===== config.mk =====
export PLATFORM = sky130hd
export DESIGN_NAME = adc_readout
export DESIGN_NICKNAME = d
export VERILOG_FILES = /design/src/include/adc_pkg.sv /design/src/core/adc_readout.sv
export SDC_FILE = /design/constraint.sdc
export NUM_CORES = 1
export LEC_CHECK = 0
export BUFFER_PORTS_ARGS = -buffer_cell sky130_fd_sc_hd__buf_2
export CORE_MARGIN = 5
export CORE_UTILIZATION = 61
export DETAILED_ROUTE_END_ITERATION = 8
export PLACE_DENSITY_LB_ADDON = 0.12
export SLEW_MARGIN = 25
export SYNTH_ARGS = -nofsm -noshare
export SYNTH_HDL_FRONTEND = slang
export SYNTH_SLANG_ARGS = --single-unit

===== constraint.sdc =====
create_clock -name i_sys_clk -period 4 [get_ports i_sys_clk]
set_clock_uncertainty 0.05 [all_clocks]
set_input_delay 0.8 -clock i_sys_clk [delete_from_list [all_inputs] [get_ports i_sys_clk]]
set_output_delay 0.8 -clock i_sys_clk [all_outputs]
set_load 0.02 [all_outputs]

===== src/include/adc_pkg.sv =====
// shared constants and types for the converter readout control
package adc_pkg;
  // ----------------------------------------------------------------
  // clock rate and conversion timing
  // ----------------------------------------------------------------
  localparam int SYS_CLK_MHZ = 100; // system clock, 10 ns period
  localparam int CONV_TIME_50_US = 160000; // 50 hz null conversion
  localparam int CONV_TIME_60_US = 133333; // 60 hz null conversion
  localparam int CONV_CYC_50 = CONV_TIME_50_US * SYS_CLK_MHZ;
  localparam int CONV_CYC_60 = CONV_TIME_60_US * SYS_CLK_MHZ;
  localparam int NULL_DIV = 2560; // conversion clocks per null period
  localparam int NULLS_PER_CONV = 8; // null periods per conversion
  localparam int EXT_CONV_EDGES = NULL_DIV * NULLS_PER_CONV;
  localparam int EXT_IDLE_US = 1000; // f0 quiet this long: pin is tied
  localparam int EXT_IDLE_CYC = EXT_IDLE_US * SYS_CLK_MHZ;
  localparam int ISCK_FREQ_HZ = 19200; // internal serial clock rate
  localparam int ISCK_HALF_CYC =
    (SYS_CLK_MHZ * 1000000) / (2 * ISCK_FREQ_HZ);
  localparam logic [1:0] EXT_SCK_DIV = 2'h3; // half period: 4 f0 rises
  localparam logic [1:0] BOOT_SAMPLE = 2'h2; // strap sampled here
  localparam logic [1:0] BOOT_DONE = 2'h3;
  // ----------------------------------------------------------------
  // output word layout and result coding
  // ----------------------------------------------------------------
  localparam int WORD_BITS = 32;
  localparam int CODE_BITS = 28; // 24 result bits plus 4 sub bits
  localparam logic [5:0] LAST_FALL = 6'h20; // falls per readout
  localparam logic [5:0] WORD_MSB = 6'h1f;
  localparam logic signed [31:0] RAW_ZERO = 32'sh0;
  localparam logic signed [31:0] RAW_FULL_SCALE = 32'sh0fffffff;
  localparam logic signed [31:0] RAW_CLAMP_HI = 32'sh11ffffff;
  localparam logic signed [31:0] RAW_CLAMP_LO = 32'shfe000000;
  typedef struct packed {
    logic eoc; // high while converting
    logic channel; // low: channel a, high: channel b
    logic sign; // high for zero or positive input
    logic out_of_range_flag; // high outside zero..reference
    logic [23:0] data; // result, msb first
    logic [3:0] sub; // sub lsb bits
  } word_s;
  typedef struct packed {
    logic two_ch; // two-channel variant strap
    logic f0; // frequency_control_pin
    logic sck; // serial clock pin level
    logic cs_n; // chip select, active low
  } pins_s;
  localparam pins_s PIN_IDLE = 4'h3; // cs and sck high, rest low
  typedef enum logic [2:0] {
    ST_CONVERT = 3'b001,
    ST_PUSH = 3'b010,
    ST_READY = 3'b100
  } conv_state_e;
endpackage


===== src/core/adc_readout.sv =====
// readout control of a 24-bit converter: sequencing and serial word
// ------------------------------------------------------------------
// Overview of operation
// - chip select low wakes and enables data output
// - sleep after conversion while chip select high
// - chip select rise puts data output high-z
// - chip select rise mid-word aborts, restarts conversion
// - data output shows status while select is low, converting or done; high-z while sleeping
// - clock pin direction from level at boot/select fall
// - internal clock mode enables clock pin pull-up
// - tied f0 picks 50 or 60 hz timing
// - toggling f0 clocks conversion, null f/2560
// - word is status, 24-bit result, sub bits
// - bit 31 high converting, low when done
// - bit 30 tells which channel was converted
// - bit 29 is sign, positive at zero
// - bit 28 flags input outside zero..reference
// - bits 27..4 result, 3..0 sub bits
// - clock pulses ignored while chip select high
// - status level follows conversion live before shifting
// - bit 30 leaves on first falling edge
// - bit 0 leaves on 31st falling edge
// - 32nd fall drives high, starts conversion
// - out-of-range inputs clamp to limit codes
// - two-channel variant alternates channel every conversion
// - first conversion after reset uses channel a
// ------------------------------------------------------------------
`timescale 1ns/1ps

// ------------------------------------------------------------------
// two-entry word buffer between converter and shifter
// ------------------------------------------------------------------
module word_buffer #(
  parameter int WIDTH = 32,
  parameter int DEPTH = 2
) (
  input wire logic i_sys_clk,
  input wire logic i_nrst,
  input wire logic i_in_valid,
  input wire logic [WIDTH-1:0] i_in_data,
  output logic o_in_ready,
  input wire logic i_out_ready,
  output logic o_out_valid,
  output logic [WIDTH-1:0] o_out_data
);
  localparam int AW = (DEPTH > 1) ? $clog2(DEPTH) : 1;
  logic [WIDTH-1:0] mem [DEPTH]; // word storage, no reset needed
  logic [AW-1:0] wr_ptr; // next slot to fill
  logic [AW-1:0] rd_ptr; // oldest word
  logic [AW:0] count; // words held
  logic push;
  logic pop;

  assign o_in_ready = (count != (AW+1)'(DEPTH));
  assign o_out_valid = (count != '0);
  assign o_out_data = mem[rd_ptr];
  assign push = i_in_valid && o_in_ready;
  assign pop = o_out_valid && i_out_ready;

  // storage write
  always_ff @(posedge i_sys_clk) begin
    if (push) begin
      mem[wr_ptr] <= i_in_data;
    end
  end

  // pointers and fill level
  always_ff @(posedge i_sys_clk or negedge i_nrst) begin
    if (!i_nrst) begin
      wr_ptr <= '0;
      rd_ptr <= '0;
      count <= '0;
    end else begin
      if (push) begin
        wr_ptr <= (wr_ptr == AW'(DEPTH-1)) ? '0 : wr_ptr + 1'b1;
      end
      if (pop) begin
        rd_ptr <= (rd_ptr == AW'(DEPTH-1)) ? '0 : rd_ptr + 1'b1;
      end
      count <= count + (AW+1)'(push) - (AW+1)'(pop);
    end
  end
endmodule // word_buffer

// ------------------------------------------------------------------
// top: conversion sequencing and serial readout
// ------------------------------------------------------------------
module adc_readout #(
  parameter int P_CONV_CYC_50 = adc_pkg::CONV_CYC_50,
  parameter int P_CONV_CYC_60 = adc_pkg::CONV_CYC_60,
  parameter int P_EXT_CONV_EDGES = adc_pkg::EXT_CONV_EDGES,
  parameter int P_EXT_IDLE_CYC = adc_pkg::EXT_IDLE_CYC
) (
  input wire logic i_sys_clk,
  input wire logic i_nrst,
  input wire logic i_cs_n,
  input wire logic i_sck,
  input wire logic i_f0,
  input wire logic i_two_channel,
  input wire logic signed [31:0] i_raw_result,
  output logic o_sdo,
  output logic o_sdo_oe,
  output logic o_sck,
  output logic o_sck_oe,
  output logic o_sck_pullup_en,
  output logic o_sleep,
  output logic o_channel_b
);
  // ----------------------------------------------------------------
  // declarations
  // ----------------------------------------------------------------
  adc_pkg::pins_s pin_meta; // first sync stage, read only by pin_s
  adc_pkg::pins_s pin_s; // synchronised pins
  adc_pkg::pins_s pin_d; // one cycle older, for edges
  adc_pkg::conv_state_e state; // converter sequencing
  adc_pkg::word_s word_q; // last formatted result
  adc_pkg::word_s head; // word at buffer output
  logic [31:0] head_bits;
  logic cs_s, cs_fall, cs_rise, sck_s;
  logic f0_rise, f0_edge;
  logic [1:0] boot_cnt; // power-up strap sampling delay
  logic int_mode; // internal serial clock mode
  logic ext_osc; // f0 is toggling as conversion clock
  logic [16:0] idle_cnt; // cycles since last f0 edge
  logic [1:0] f0_div; // f0 edge divider for serial clock
  logic [23:0] conv_cnt; // conversion progress
  logic [23:0] conv_last;
  logic conv_step, conv_done;
  logic chan; // channel being converted
  logic buf_push, buf_ready, buf_valid;
  logic [11:0] half_cnt; // internal clock half period
  logic isck_run, isck_tick;
  logic sck_fall, sck_rise_ext, sck_fall_ext;
  logic [5:0] bit_cnt; // falling edges seen this readout
  logic [5:0] bit_nxt;
  logic fall_last, abort, pop, eoc;

  // result formatting with range clamp
  function automatic adc_pkg::word_s fmt(
    input logic signed [31:0] raw,
    input logic ch
  );
    logic signed [31:0] c;
    adc_pkg::word_s w;
    c = raw;
    if (raw > adc_pkg::RAW_CLAMP_HI) begin
      c = adc_pkg::RAW_CLAMP_HI;
    end else if (raw < adc_pkg::RAW_CLAMP_LO) begin
      c = adc_pkg::RAW_CLAMP_LO;
    end
    w.eoc = 1'b0;
    w.channel = ch;
    w.sign = (c >= adc_pkg::RAW_ZERO);
    w.out_of_range_flag = (c < adc_pkg::RAW_ZERO) ||
      (c > adc_pkg::RAW_FULL_SCALE);
    {w.data, w.sub} = c[adc_pkg::CODE_BITS-1:0];
    return w;
  endfunction

  // ----------------------------------------------------------------
  // pin synchronisers and edges
  // ----------------------------------------------------------------
  // all pins come from outside, two flops before use
  always_ff @(posedge i_sys_clk or negedge i_nrst) begin
    if (!i_nrst) begin
      pin_meta <= adc_pkg::PIN_IDLE;
      pin_s <= adc_pkg::PIN_IDLE;
      pin_d <= adc_pkg::PIN_IDLE;
    end else begin
      pin_meta <= {i_two_channel, i_f0, i_sck, i_cs_n};
      pin_s <= pin_meta;
      pin_d <= pin_s;
    end
  end

  assign cs_s = pin_s.cs_n;
  assign sck_s = pin_s.sck;
  assign cs_fall = pin_d.cs_n && !pin_s.cs_n;
  assign cs_rise = !pin_d.cs_n && pin_s.cs_n;
  assign f0_rise = !pin_d.f0 && pin_s.f0;
  assign f0_edge = pin_d.f0 ^ pin_s.f0;
  assign sck_rise_ext = !pin_d.sck && pin_s.sck;
  assign sck_fall_ext = pin_d.sck && !pin_s.sck;

  // ----------------------------------------------------------------
  // serial clock mode
  // ----------------------------------------------------------------
  // the strap is caught once sync flops hold the real pin level
  always_ff @(posedge i_sys_clk or negedge i_nrst) begin
    if (!i_nrst) begin
      boot_cnt <= '0;
    end else if (boot_cnt != adc_pkg::BOOT_DONE) begin
      boot_cnt <= boot_cnt + 1'b1;
    end
  end

  // high clock pin at boot or select fall means internal clock
  always_ff @(posedge i_sys_clk or negedge i_nrst) begin
    if (!i_nrst) begin
      int_mode <= 1'b1;
    end else if (boot_cnt == adc_pkg::BOOT_SAMPLE || cs_fall) begin
      int_mode <= sck_s;
    end
  end

  // ----------------------------------------------------------------
  // conversion clock source
  // ----------------------------------------------------------------
  // a quiet f0 is a tied level; any edge marks an external clock
  // edges are ignored until the sync flops hold real pin levels, so a
  // pin tied high does not look like a clock edge just after reset
  always_ff @(posedge i_sys_clk or negedge i_nrst) begin
    if (!i_nrst) begin
      ext_osc <= 1'b0;
      idle_cnt <= '0;
    end else if (f0_edge && boot_cnt == adc_pkg::BOOT_DONE) begin
      ext_osc <= 1'b1;
      idle_cnt <= '0;
    end else if (idle_cnt == 17'(P_EXT_IDLE_CYC - 1)) begin
      ext_osc <= 1'b0;
    end else begin
      idle_cnt <= idle_cnt + 1'b1;
    end
  end

  // divides f0 so the serial clock runs at an eighth of it
  always_ff @(posedge i_sys_clk or negedge i_nrst) begin
    if (!i_nrst) begin
      f0_div <= '0;
    end else if (f0_rise) begin
      f0_div <= f0_div + 1'b1;
    end
  end

  // conversion length: f0 edges, else system cycles per null
  assign conv_last = ext_osc ? 24'(P_EXT_CONV_EDGES - 1) :
    (pin_s.f0 ? 24'(P_CONV_CYC_50 - 1) :
    24'(P_CONV_CYC_60 - 1));
  assign conv_step = ext_osc ? f0_rise : 1'b1;
  // at or past the limit: a source switch mid-conversion may shorten
  // the limit below the count, which must not run the counter around
  assign conv_done = (state == adc_pkg::ST_CONVERT) && conv_step &&
    (conv_cnt >= conv_last);

  // ----------------------------------------------------------------
  // conversion sequencing
  // ----------------------------------------------------------------
  // push waits while the buffer is full, stalling the next conversion
  always_ff @(posedge i_sys_clk or negedge i_nrst) begin
    if (!i_nrst) begin
      state <= adc_pkg::ST_CONVERT;
      word_q <= '0;
    end else begin
      case (state)
        adc_pkg::ST_CONVERT: begin
          if (conv_done) begin
            word_q <= fmt(i_raw_result, chan);
            state <= adc_pkg::ST_PUSH;
          end
        end
        adc_pkg::ST_PUSH: begin
          if (buf_ready) begin
            state <= adc_pkg::ST_READY;
          end
        end
        adc_pkg::ST_READY: begin
          // result held until read out or aborted
          if (pop) begin
            state <= adc_pkg::ST_CONVERT;
          end
        end
        default: begin
          state <= adc_pkg::ST_CONVERT;
        end
      endcase
    end
  end

  // conversion progress counter
  always_ff @(posedge i_sys_clk or negedge i_nrst) begin
    if (!i_nrst) begin
      conv_cnt <= '0;
    end else if (state != adc_pkg::ST_CONVERT || conv_done) begin
      conv_cnt <= '0;
    end else if (conv_step) begin
      conv_cnt <= conv_cnt + 1'b1;
    end
  end

  // channel alternation, channel a first after reset
  always_ff @(posedge i_sys_clk or negedge i_nrst) begin
    if (!i_nrst) begin
      chan <= 1'b0;
    end else if (buf_push && pin_s.two_ch) begin
      chan <= !chan;
    end
  end

  assign buf_push = (state == adc_pkg::ST_PUSH) && buf_ready;
  assign eoc = (state != adc_pkg::ST_READY);

  word_buffer #(
    .WIDTH(adc_pkg::WORD_BITS),
    .DEPTH(2)
  ) u_buf (
    .i_sys_clk(i_sys_clk),
    .i_nrst(i_nrst),
    .i_in_valid(state == adc_pkg::ST_PUSH),
    .i_in_data(word_q),
    .o_in_ready(buf_ready),
    .i_out_ready(pop),
    .o_out_valid(buf_valid),
    .o_out_data(head_bits)
  );
  assign head = head_bits;

  // ----------------------------------------------------------------
  // internal serial clock
  // ----------------------------------------------------------------
  assign isck_run = int_mode && !cs_s && buf_valid &&
    (state == adc_pkg::ST_READY) && (bit_cnt != adc_pkg::LAST_FALL);
  assign isck_tick = ext_osc ?
    (f0_rise && f0_div == adc_pkg::EXT_SCK_DIV) :
    (half_cnt == 12'(adc_pkg::ISCK_HALF_CYC - 1));

  // half period timer, idle outside a readout
  always_ff @(posedge i_sys_clk or negedge i_nrst) begin
    if (!i_nrst) begin
      half_cnt <= '0;
    end else if (!isck_run || isck_tick) begin
      half_cnt <= '0;
    end else begin
      half_cnt <= half_cnt + 1'b1;
    end
  end

  // clock level; low when idle so 32 falls give 32 pulses
  always_ff @(posedge i_sys_clk or negedge i_nrst) begin
    if (!i_nrst) begin
      o_sck <= 1'b0;
    end else if (!isck_run) begin
      o_sck <= 1'b0;
    end else if (isck_tick) begin
      o_sck <= !o_sck;
    end
  end

  // pin direction and pull-up follow the sampled mode
  always_ff @(posedge i_sys_clk or negedge i_nrst) begin
    if (!i_nrst) begin
      o_sck_oe <= 1'b0;
      o_sck_pullup_en <= 1'b0;
    end else begin
      o_sck_oe <= int_mode && !cs_s;
      o_sck_pullup_en <= int_mode;
    end
  end

  // ----------------------------------------------------------------
  // output shifter
  // ----------------------------------------------------------------
  // external edges only count with select low and a result held
  assign sck_fall = int_mode ? (isck_run && isck_tick && o_sck) :
    (sck_fall_ext && !cs_s && buf_valid &&
    state == adc_pkg::ST_READY);
  assign bit_nxt = bit_cnt + 1'b1;
  assign fall_last = sck_fall &&
    (bit_nxt == adc_pkg::LAST_FALL);
  assign abort = cs_rise && (bit_cnt != '0) &&
    (state == adc_pkg::ST_READY);
  assign pop = (state == adc_pkg::ST_READY) && (fall_last || abort);

  // bit pointer, frozen while select is high
  always_ff @(posedge i_sys_clk or negedge i_nrst) begin
    if (!i_nrst) begin
      bit_cnt <= '0;
    end else if (cs_fall || pop) begin
      bit_cnt <= '0;
    end else if (sck_fall) begin
      bit_cnt <= bit_nxt;
    end
  end

  // data pin: live status until shifting, then word bits on falls
  always_ff @(posedge i_sys_clk or negedge i_nrst) begin
    if (!i_nrst) begin
      o_sdo <= 1'b1;
    end else if (cs_s) begin
      o_sdo <= 1'b1;
    end else if (fall_last) begin
      o_sdo <= 1'b1;
    end else if (sck_fall) begin
      o_sdo <= head_bits[5'(adc_pkg::WORD_MSB - bit_nxt)];
    end else if (bit_cnt == '0) begin
      o_sdo <= eoc;
    end
  end

  // driver enable and sleep indication
  always_ff @(posedge i_sys_clk or negedge i_nrst) begin
    if (!i_nrst) begin
      o_sdo_oe <= 1'b0;
      o_sleep <= 1'b0;
      o_channel_b <= 1'b0;
    end else begin
      o_sdo_oe <= !cs_s;
      o_sleep <= cs_s && (state == adc_pkg::ST_READY);
      o_channel_b <= chan;
    end
  end

  // ----------------------------------------------------------------
  // assertions and helper logic
  // ----------------------------------------------------------------
  logic [5:0] rise_cnt; // internal rises this readout
  logic first_seen; // a result was already pushed
  always_ff @(posedge i_sys_clk or negedge i_nrst) begin
    if (!i_nrst) begin
      rise_cnt <= '0;
      first_seen <= 1'b0;
    end else begin
      if (cs_fall || pop) begin
        rise_cnt <= '0;
      end else if (isck_run && isck_tick && !o_sck) begin
        rise_cnt <= rise_cnt + 1'b1;
      end
      if (buf_push) begin
        first_seen <= 1'b1;
      end
    end
  end
endmodule // adc_readout


# Word-level counts from Yosys, hierarchy flattened
# Memory sizes are Yosys's and may differ from the RTL's.
# Index checks and enable logic that the tools add are counted.
# Widths: inputs -> output; s select.
dict set report totals {
  reg_bits 122
  ramBits 62
  input_bits 38
  output_inout_bits 7
  wordCells 156
  memories 1
}
# name words word_bits rd rd_clocked_by_memory_dff write_ports line_no
set memory_table {}
lappend memory_table {u_buf.mem 2 31 1 0 1 adc_readout.sv:47} ;# logic [WIDTH-1:0] mem [DEPTH];
dict set report op_classes {
  add_sub_neg 11
  magnitude_cmp 7
  n_eq_ne 19
  mux 34
  bitwise 1
  n_reduce_logical 47
}
# op count
set ops {}
lappend ops {{$mux 32} 4}
lappend ops {{$mux 24} 3}
lappend ops {{$mux 17} 2}
lappend ops {{$ge 32x1->1 const B} 1}
lappend ops {{$gt 32x29->1 const B} 1}
lappend ops {{$gt 32x30->1 const B} 1}
lappend ops {{$lt 32x1->1 const B} 1}
lappend ops {{$lt 32x26->1 const B} 1}
lappend ops {{$logic_and 1x1->1} 25}
lappend ops {{$add 24x1->24 const B} 1}
lappend ops {{$ge 24x24->1} 1}
lappend ops {{$mux 22} 1}
lappend ops {{$add 17x1->17 const B} 1}
lappend ops {{$eq 17x17->1 const B} 1}
lappend ops {{$mux 1} 16}
lappend ops {{$add 12x1->12 const B} 1}
lappend ops {{$eq 12x12->1 const B} 1}
lappend ops {{$mux 12} 1}
lappend ops {{$mux 6} 2}
lappend ops {{$ne 2x2->1 const B} 6}
lappend ops {{$mux 3} 3}
lappend ops {{$pmux 3 s3} 1}
lappend ops {{$reduce_bool 2->1} 4}
lappend ops {{$logic_not 1->1} 7}
lappend ops {{other kinds (24)} 33}

# Logic depth before layout (Yosys ltp)
dict set report logic_depth {
  depth_word 13
  mapped_depth 15
  mapped_depth_nobuf 13
}

# Cells and area by module
# From an unflattened synthesis, not the netlist that was laid out.
dict set report hier_totals {
  hier_cells 719
  area_unflattened_um2 8683.3
}
# mod n_inst cells_per_inst area_per_inst_um2 seq_area_each_um2
set by_module_without_submodules {}
lappend by_module_without_submodules {adc_readout 1 597 6143.4 2964.1}
lappend by_module_without_submodules {word_buffer 1 122 2539.9 2021.9}

# Worst setup path after synthesis
# Ideal clock, no wire load.
dict set report synth_path {
  path_kind {reg2reg}
  startpoint {register bit_cnt[0]}
  endpoint {register u_buf.count[1]}
  setup_time_ns 0.080
  t_arrival_ns 3.041
  required_ns 3.870
  setup_slack_ns 0.829
  path_stages_with_launch 16
  path_buffers 2
  period_less_slack_ns 3.171
  cell_sequence {dfrtp_1 buf_2 clkinv_1 ha_1 nor4b_2 a2111o_1 o31a_1 buf_6 nand3b_4 o21a_4 nor2_4 ha_1 inv_1 ha_1 xnor2_1 xnor2_1}
}
dict set report synth_between {
  elab_chain_len 10
  elab_cells_between_ends 15
  classes_between {add/sub: 2; eq/ne: 2; mux: 1; reduce/logical: 10}
}
# item line_no
set synth_lines {}
lappend synth_lines {{from (decl)} adc_readout.sv:134} ;# logic [5:0] bit_cnt;
lappend synth_lines {{from (signal assigned)} adc_readout.sv:380} ;# bit_cnt <= bit_nxt;
lappend synth_lines {{branches (longest 6 deep; another with $add 6x1->6)} -}
lappend synth_lines {{$logic_or 1x1->1 *} adc_readout.sv:371} ;# assign pop = (state == adc_pkg::ST_READY) && (fall_last || abort);
lappend synth_lines {{$logic_and 1x1->1 *} adc_readout.sv:371}
lappend synth_lines {{$logic_and 1x1->1 *} adc_readout.sv:58} ;# assign pop = o_out_valid && i_out_ready;
lappend synth_lines {{via u_buf.pop} adc_readout.sv:52} ;# logic pop;
lappend synth_lines {{$sub 2x1->2 *} adc_readout.sv:80} ;# count <= count + (AW+1)'(push) - (AW+1)'(pop);
lappend synth_lines {{to (signal assigned)} adc_readout.sv:80}
lappend synth_lines {{to (decl)} adc_readout.sv:50} ;# logic [AW:0] count;
# Mark *: on every way through the listed nets, which the timed path passes.
# A chain may end at the register's enable or synchronous reset.

# Worst setup path after layout
# Ends and elaborated chain as after synthesis.

==> metrics.txt <==
DRT iter0 DRCs=between 400 and 500; pins over their slew limit=0; Critical Path RT=around 4300 ps; outcome=completed; Row Count=43; TNS Setup=0 ps; Multi-input gate area=0.00338 sq mm; Core ar.=0.0138 sq mm; DR vias=approximately 5700; crit path cell chain=clkinv_1 -> ha_1 -> nor4b_2 -> a2111o_1 -> o31a_1 -> nand3b_4 -> o21a_4 -> nor2_4 -> ha_1 -> inv_1 -> ha_1 -> xnor2_1 -> xnor2_1; die height=128 microns; post-DP HPWL=11600 microns; min Tclk post-route=~3300 ps; initial antenna violation count=0; pin count of the biggest net entering global routing=63; Clock Latency Late Sink=430 ps; Placer Congestion=0.834; CP top delay family=compound AO/OA/AOI/OAI gates; area share of the leading cell type in the synthesized netlist=0.331; Detailed Route WL=16700 microns; Yosys top cell by area=dfrtp_1; crit start category=register; Starting Density=0.618; crit path buf inv count=2; worst vdd ir=242 uV; sequential area share after synthesis=0.576; Final Core Density=0.687; Longest Clk Path Bufs=2; Final Setup Violations=0; Worst Tran Pin Value=835 ps; IO Pins=45; drt pass-1 iters=4; synthesized area per cell=11.6 sq um; cells after synthesis=approximately 740; DRC violation count after routing=0; Congestion Overflow GR=0; port buffer count=44; antenna violation net count after detailed routing=0; CTS Buf Count=17; leakage power total=slightly above 4 nW; Peak Freq=301 MHz; Post-synth EDFFs=62; Power Dens Cells=~400 mW/mm^2; total die area=0.0165 sq mm; routed vias/inst=5.79; Reg clk slew, reported paths=60 ps; CTS Sinks=184; Slew HR=0.443; Wirelength per Cell=17.0 microns; Cell variety after synth=69; arrival time at the worst endpoint=3620 ps; post-CTS sizing=0; cts hold-fix bufs=0; cell repeated most along the worst path=ha_1; post-CTS setup buffer count=0; fill count=983; CP peak stage delay=between 600 and 700 ps; number of global-route vias before repair=5854; Synthesis Warnings=0; MaxCap Viol Count=0; final hold vios=0; TritonCTS clock tree=yes; share of cells above drive strength 1=0.160; CTS Root Cell=clkbuf_16; #FFs+latches synth=~180; htree depth=4; total track usage=0.222; worst hold path type=reg -> reg; CP max stage cell=dfrtp_1; FF/Latch Area=0.00493 sq mm; top_reg_cell synth=dfrtp_1; Synth-to-Final Area Change=11.2%; first-pass GRT wire length=28800 microns; DIE WIDTH=128 microns; final net count=approximately 850; Mapped Area=0.00855 sq mm; Crit Path Max Fanout=13; Final Cycle Share=0.831; Post-synth ARST share=0.663; largest cells by area after synthesis=dfrtp_1 (33%), edfxtp_1 (22%), nor2_1 (4.4%); antenna cells=0; RSZ-0062 raised after global routing=false; CP Capture Type=register; WS Path Type=reg -> reg; Syn Nets=807
-- cells in the final DEF, fill, tap and decap left out, drive strengths merged, types with 14 or more instances in the layout --
cell type	count
xor2	29
dfrtp	113
and3	17
edfxtp	62
ha	30
o21ai	17
clkbuf	20
nor3	15
nand3	38
nand2	45
xnor2	25
a21oi	67
nor2	102
buf	56
inv	25
mux2i	14
-- flip-flops by register name, indices dropped and copies added (netlist names), 2 cells and up --
name	cells
word_q	31
pin_meta	4
pin_d	3
u_buf.count	2
bit_cnt	6
idle_cnt	17
pin_s	2
half_cnt	12
u_buf.mem	62
conv_cnt	24
state	3
boot_cnt	2
f0_div	2
-- where the power goes --
group | internal, mW | switching [mW]
Clock | 0.919 | 0.680
Combinational | 0.0918 | 0.138
Sequential | 1.99 | 0.0528
-- logic make-up (layout without fill, tap and decap cells) --
| logic type | Yosys count | after routing | synth area share |
|---|---|---|---|
| xor+xnor | 54 | 54 | 0.0562 |
| simple gates | 272 | 272 | 0.159 |
| mux | 30 | 30 | 0.0533 |
| buf+inv | 53 | 113 | 0.0306 |
| fa+ha+maj | 30 | 30 | 0.0439 |
| flops | 184 | 184 | 0.576 |
| compound gates | 116 | 116 | 0.0809 |
-- cells in the mapped netlist, types with 4 or more instances --
cell type / instances
buf_1: 4
mux4_2: 12
nor2b_1: 7
xnor2_1: 25
inv_1: 23
a21oi_1: 67
and2_1: 4
xor2_1: 28
nand2_1: 45
and3_1: 16
buf_2: 4
nand3_1: 38
mux2_2: 4
o21ai_0: 15
a21o_1: 6
nand4_1: 12
dfrtp_1: 113
nor3_1: 15
nor2_1: 101
edfxtp_1: 62
ha_1: 30
o31ai_1: 4
dfstp_2: 9
clkbuf_1: 14
mux2i_1: 14
-- metrics by stage --
stage / setup slack (ps) / power, mW / hold slack (ps) / area (sq um) / cells
floorplan: 829 / 2.21 / 281 / 8550 / 739
global placement: 759 / 2.29 / 290 / 8940 / 947
detailed placement: 703 / 2.31 / 292 / 8940 / 947
CTS: 678 / 3.91 / 306 / 9500 / 979
global route: 438 / 4.04 / 309 / 9500 / 979
finish: 677 / 3.87 / 305 / 9500 / 979
-- path summary, 6_finish.rpt --
check / slack [ps] / depth (start not counted) / startpoint / to
max in group asynchronous: 2530 / 2 / i_nrst / pin_meta[0]
worst max register to register: 680 / 13 / bit_cnt[0] / u_buf.count[1]
min in group asynchronous: 420 / 1 / i_nrst / idle_cnt[5]
worst min-delay path: 310 / 0 / pin_meta[1] / sck_s
worst max-delay path: 680 / 13 / bit_cnt[0] / u_buf.count[1]
worst min register to register: 310 / 0 / pin_meta[1] / sck_s
-- metal layers --
metal,GRT usage,part of all wire,up-vias,routed length [microns]
met4,0.0693,0.017,0,277
met2,0.346,0.48,137,8010
met3,0.0482,0.041,22,682
li1,-,-,2724,-
met5,0,0,-,0
met1,0.316,0.46,2786,7720
-- layout make-up --
| type | count | area share |
|---|---|---|
| Clock buffer | 20 | 0.0460 |
| Sequential cell | 184 | 0.518 |
| Inverter | 25 | 0.00987 |
| Timing Repair Buffer | 56 | 0.0329 |
| Multi-Input combinational cell | 502 | 0.356 |
| Clock inverter | 12 | 0.0133 |
| Tap cell | 180 | 0.0237 |
(Power assumes the default switching activity.)
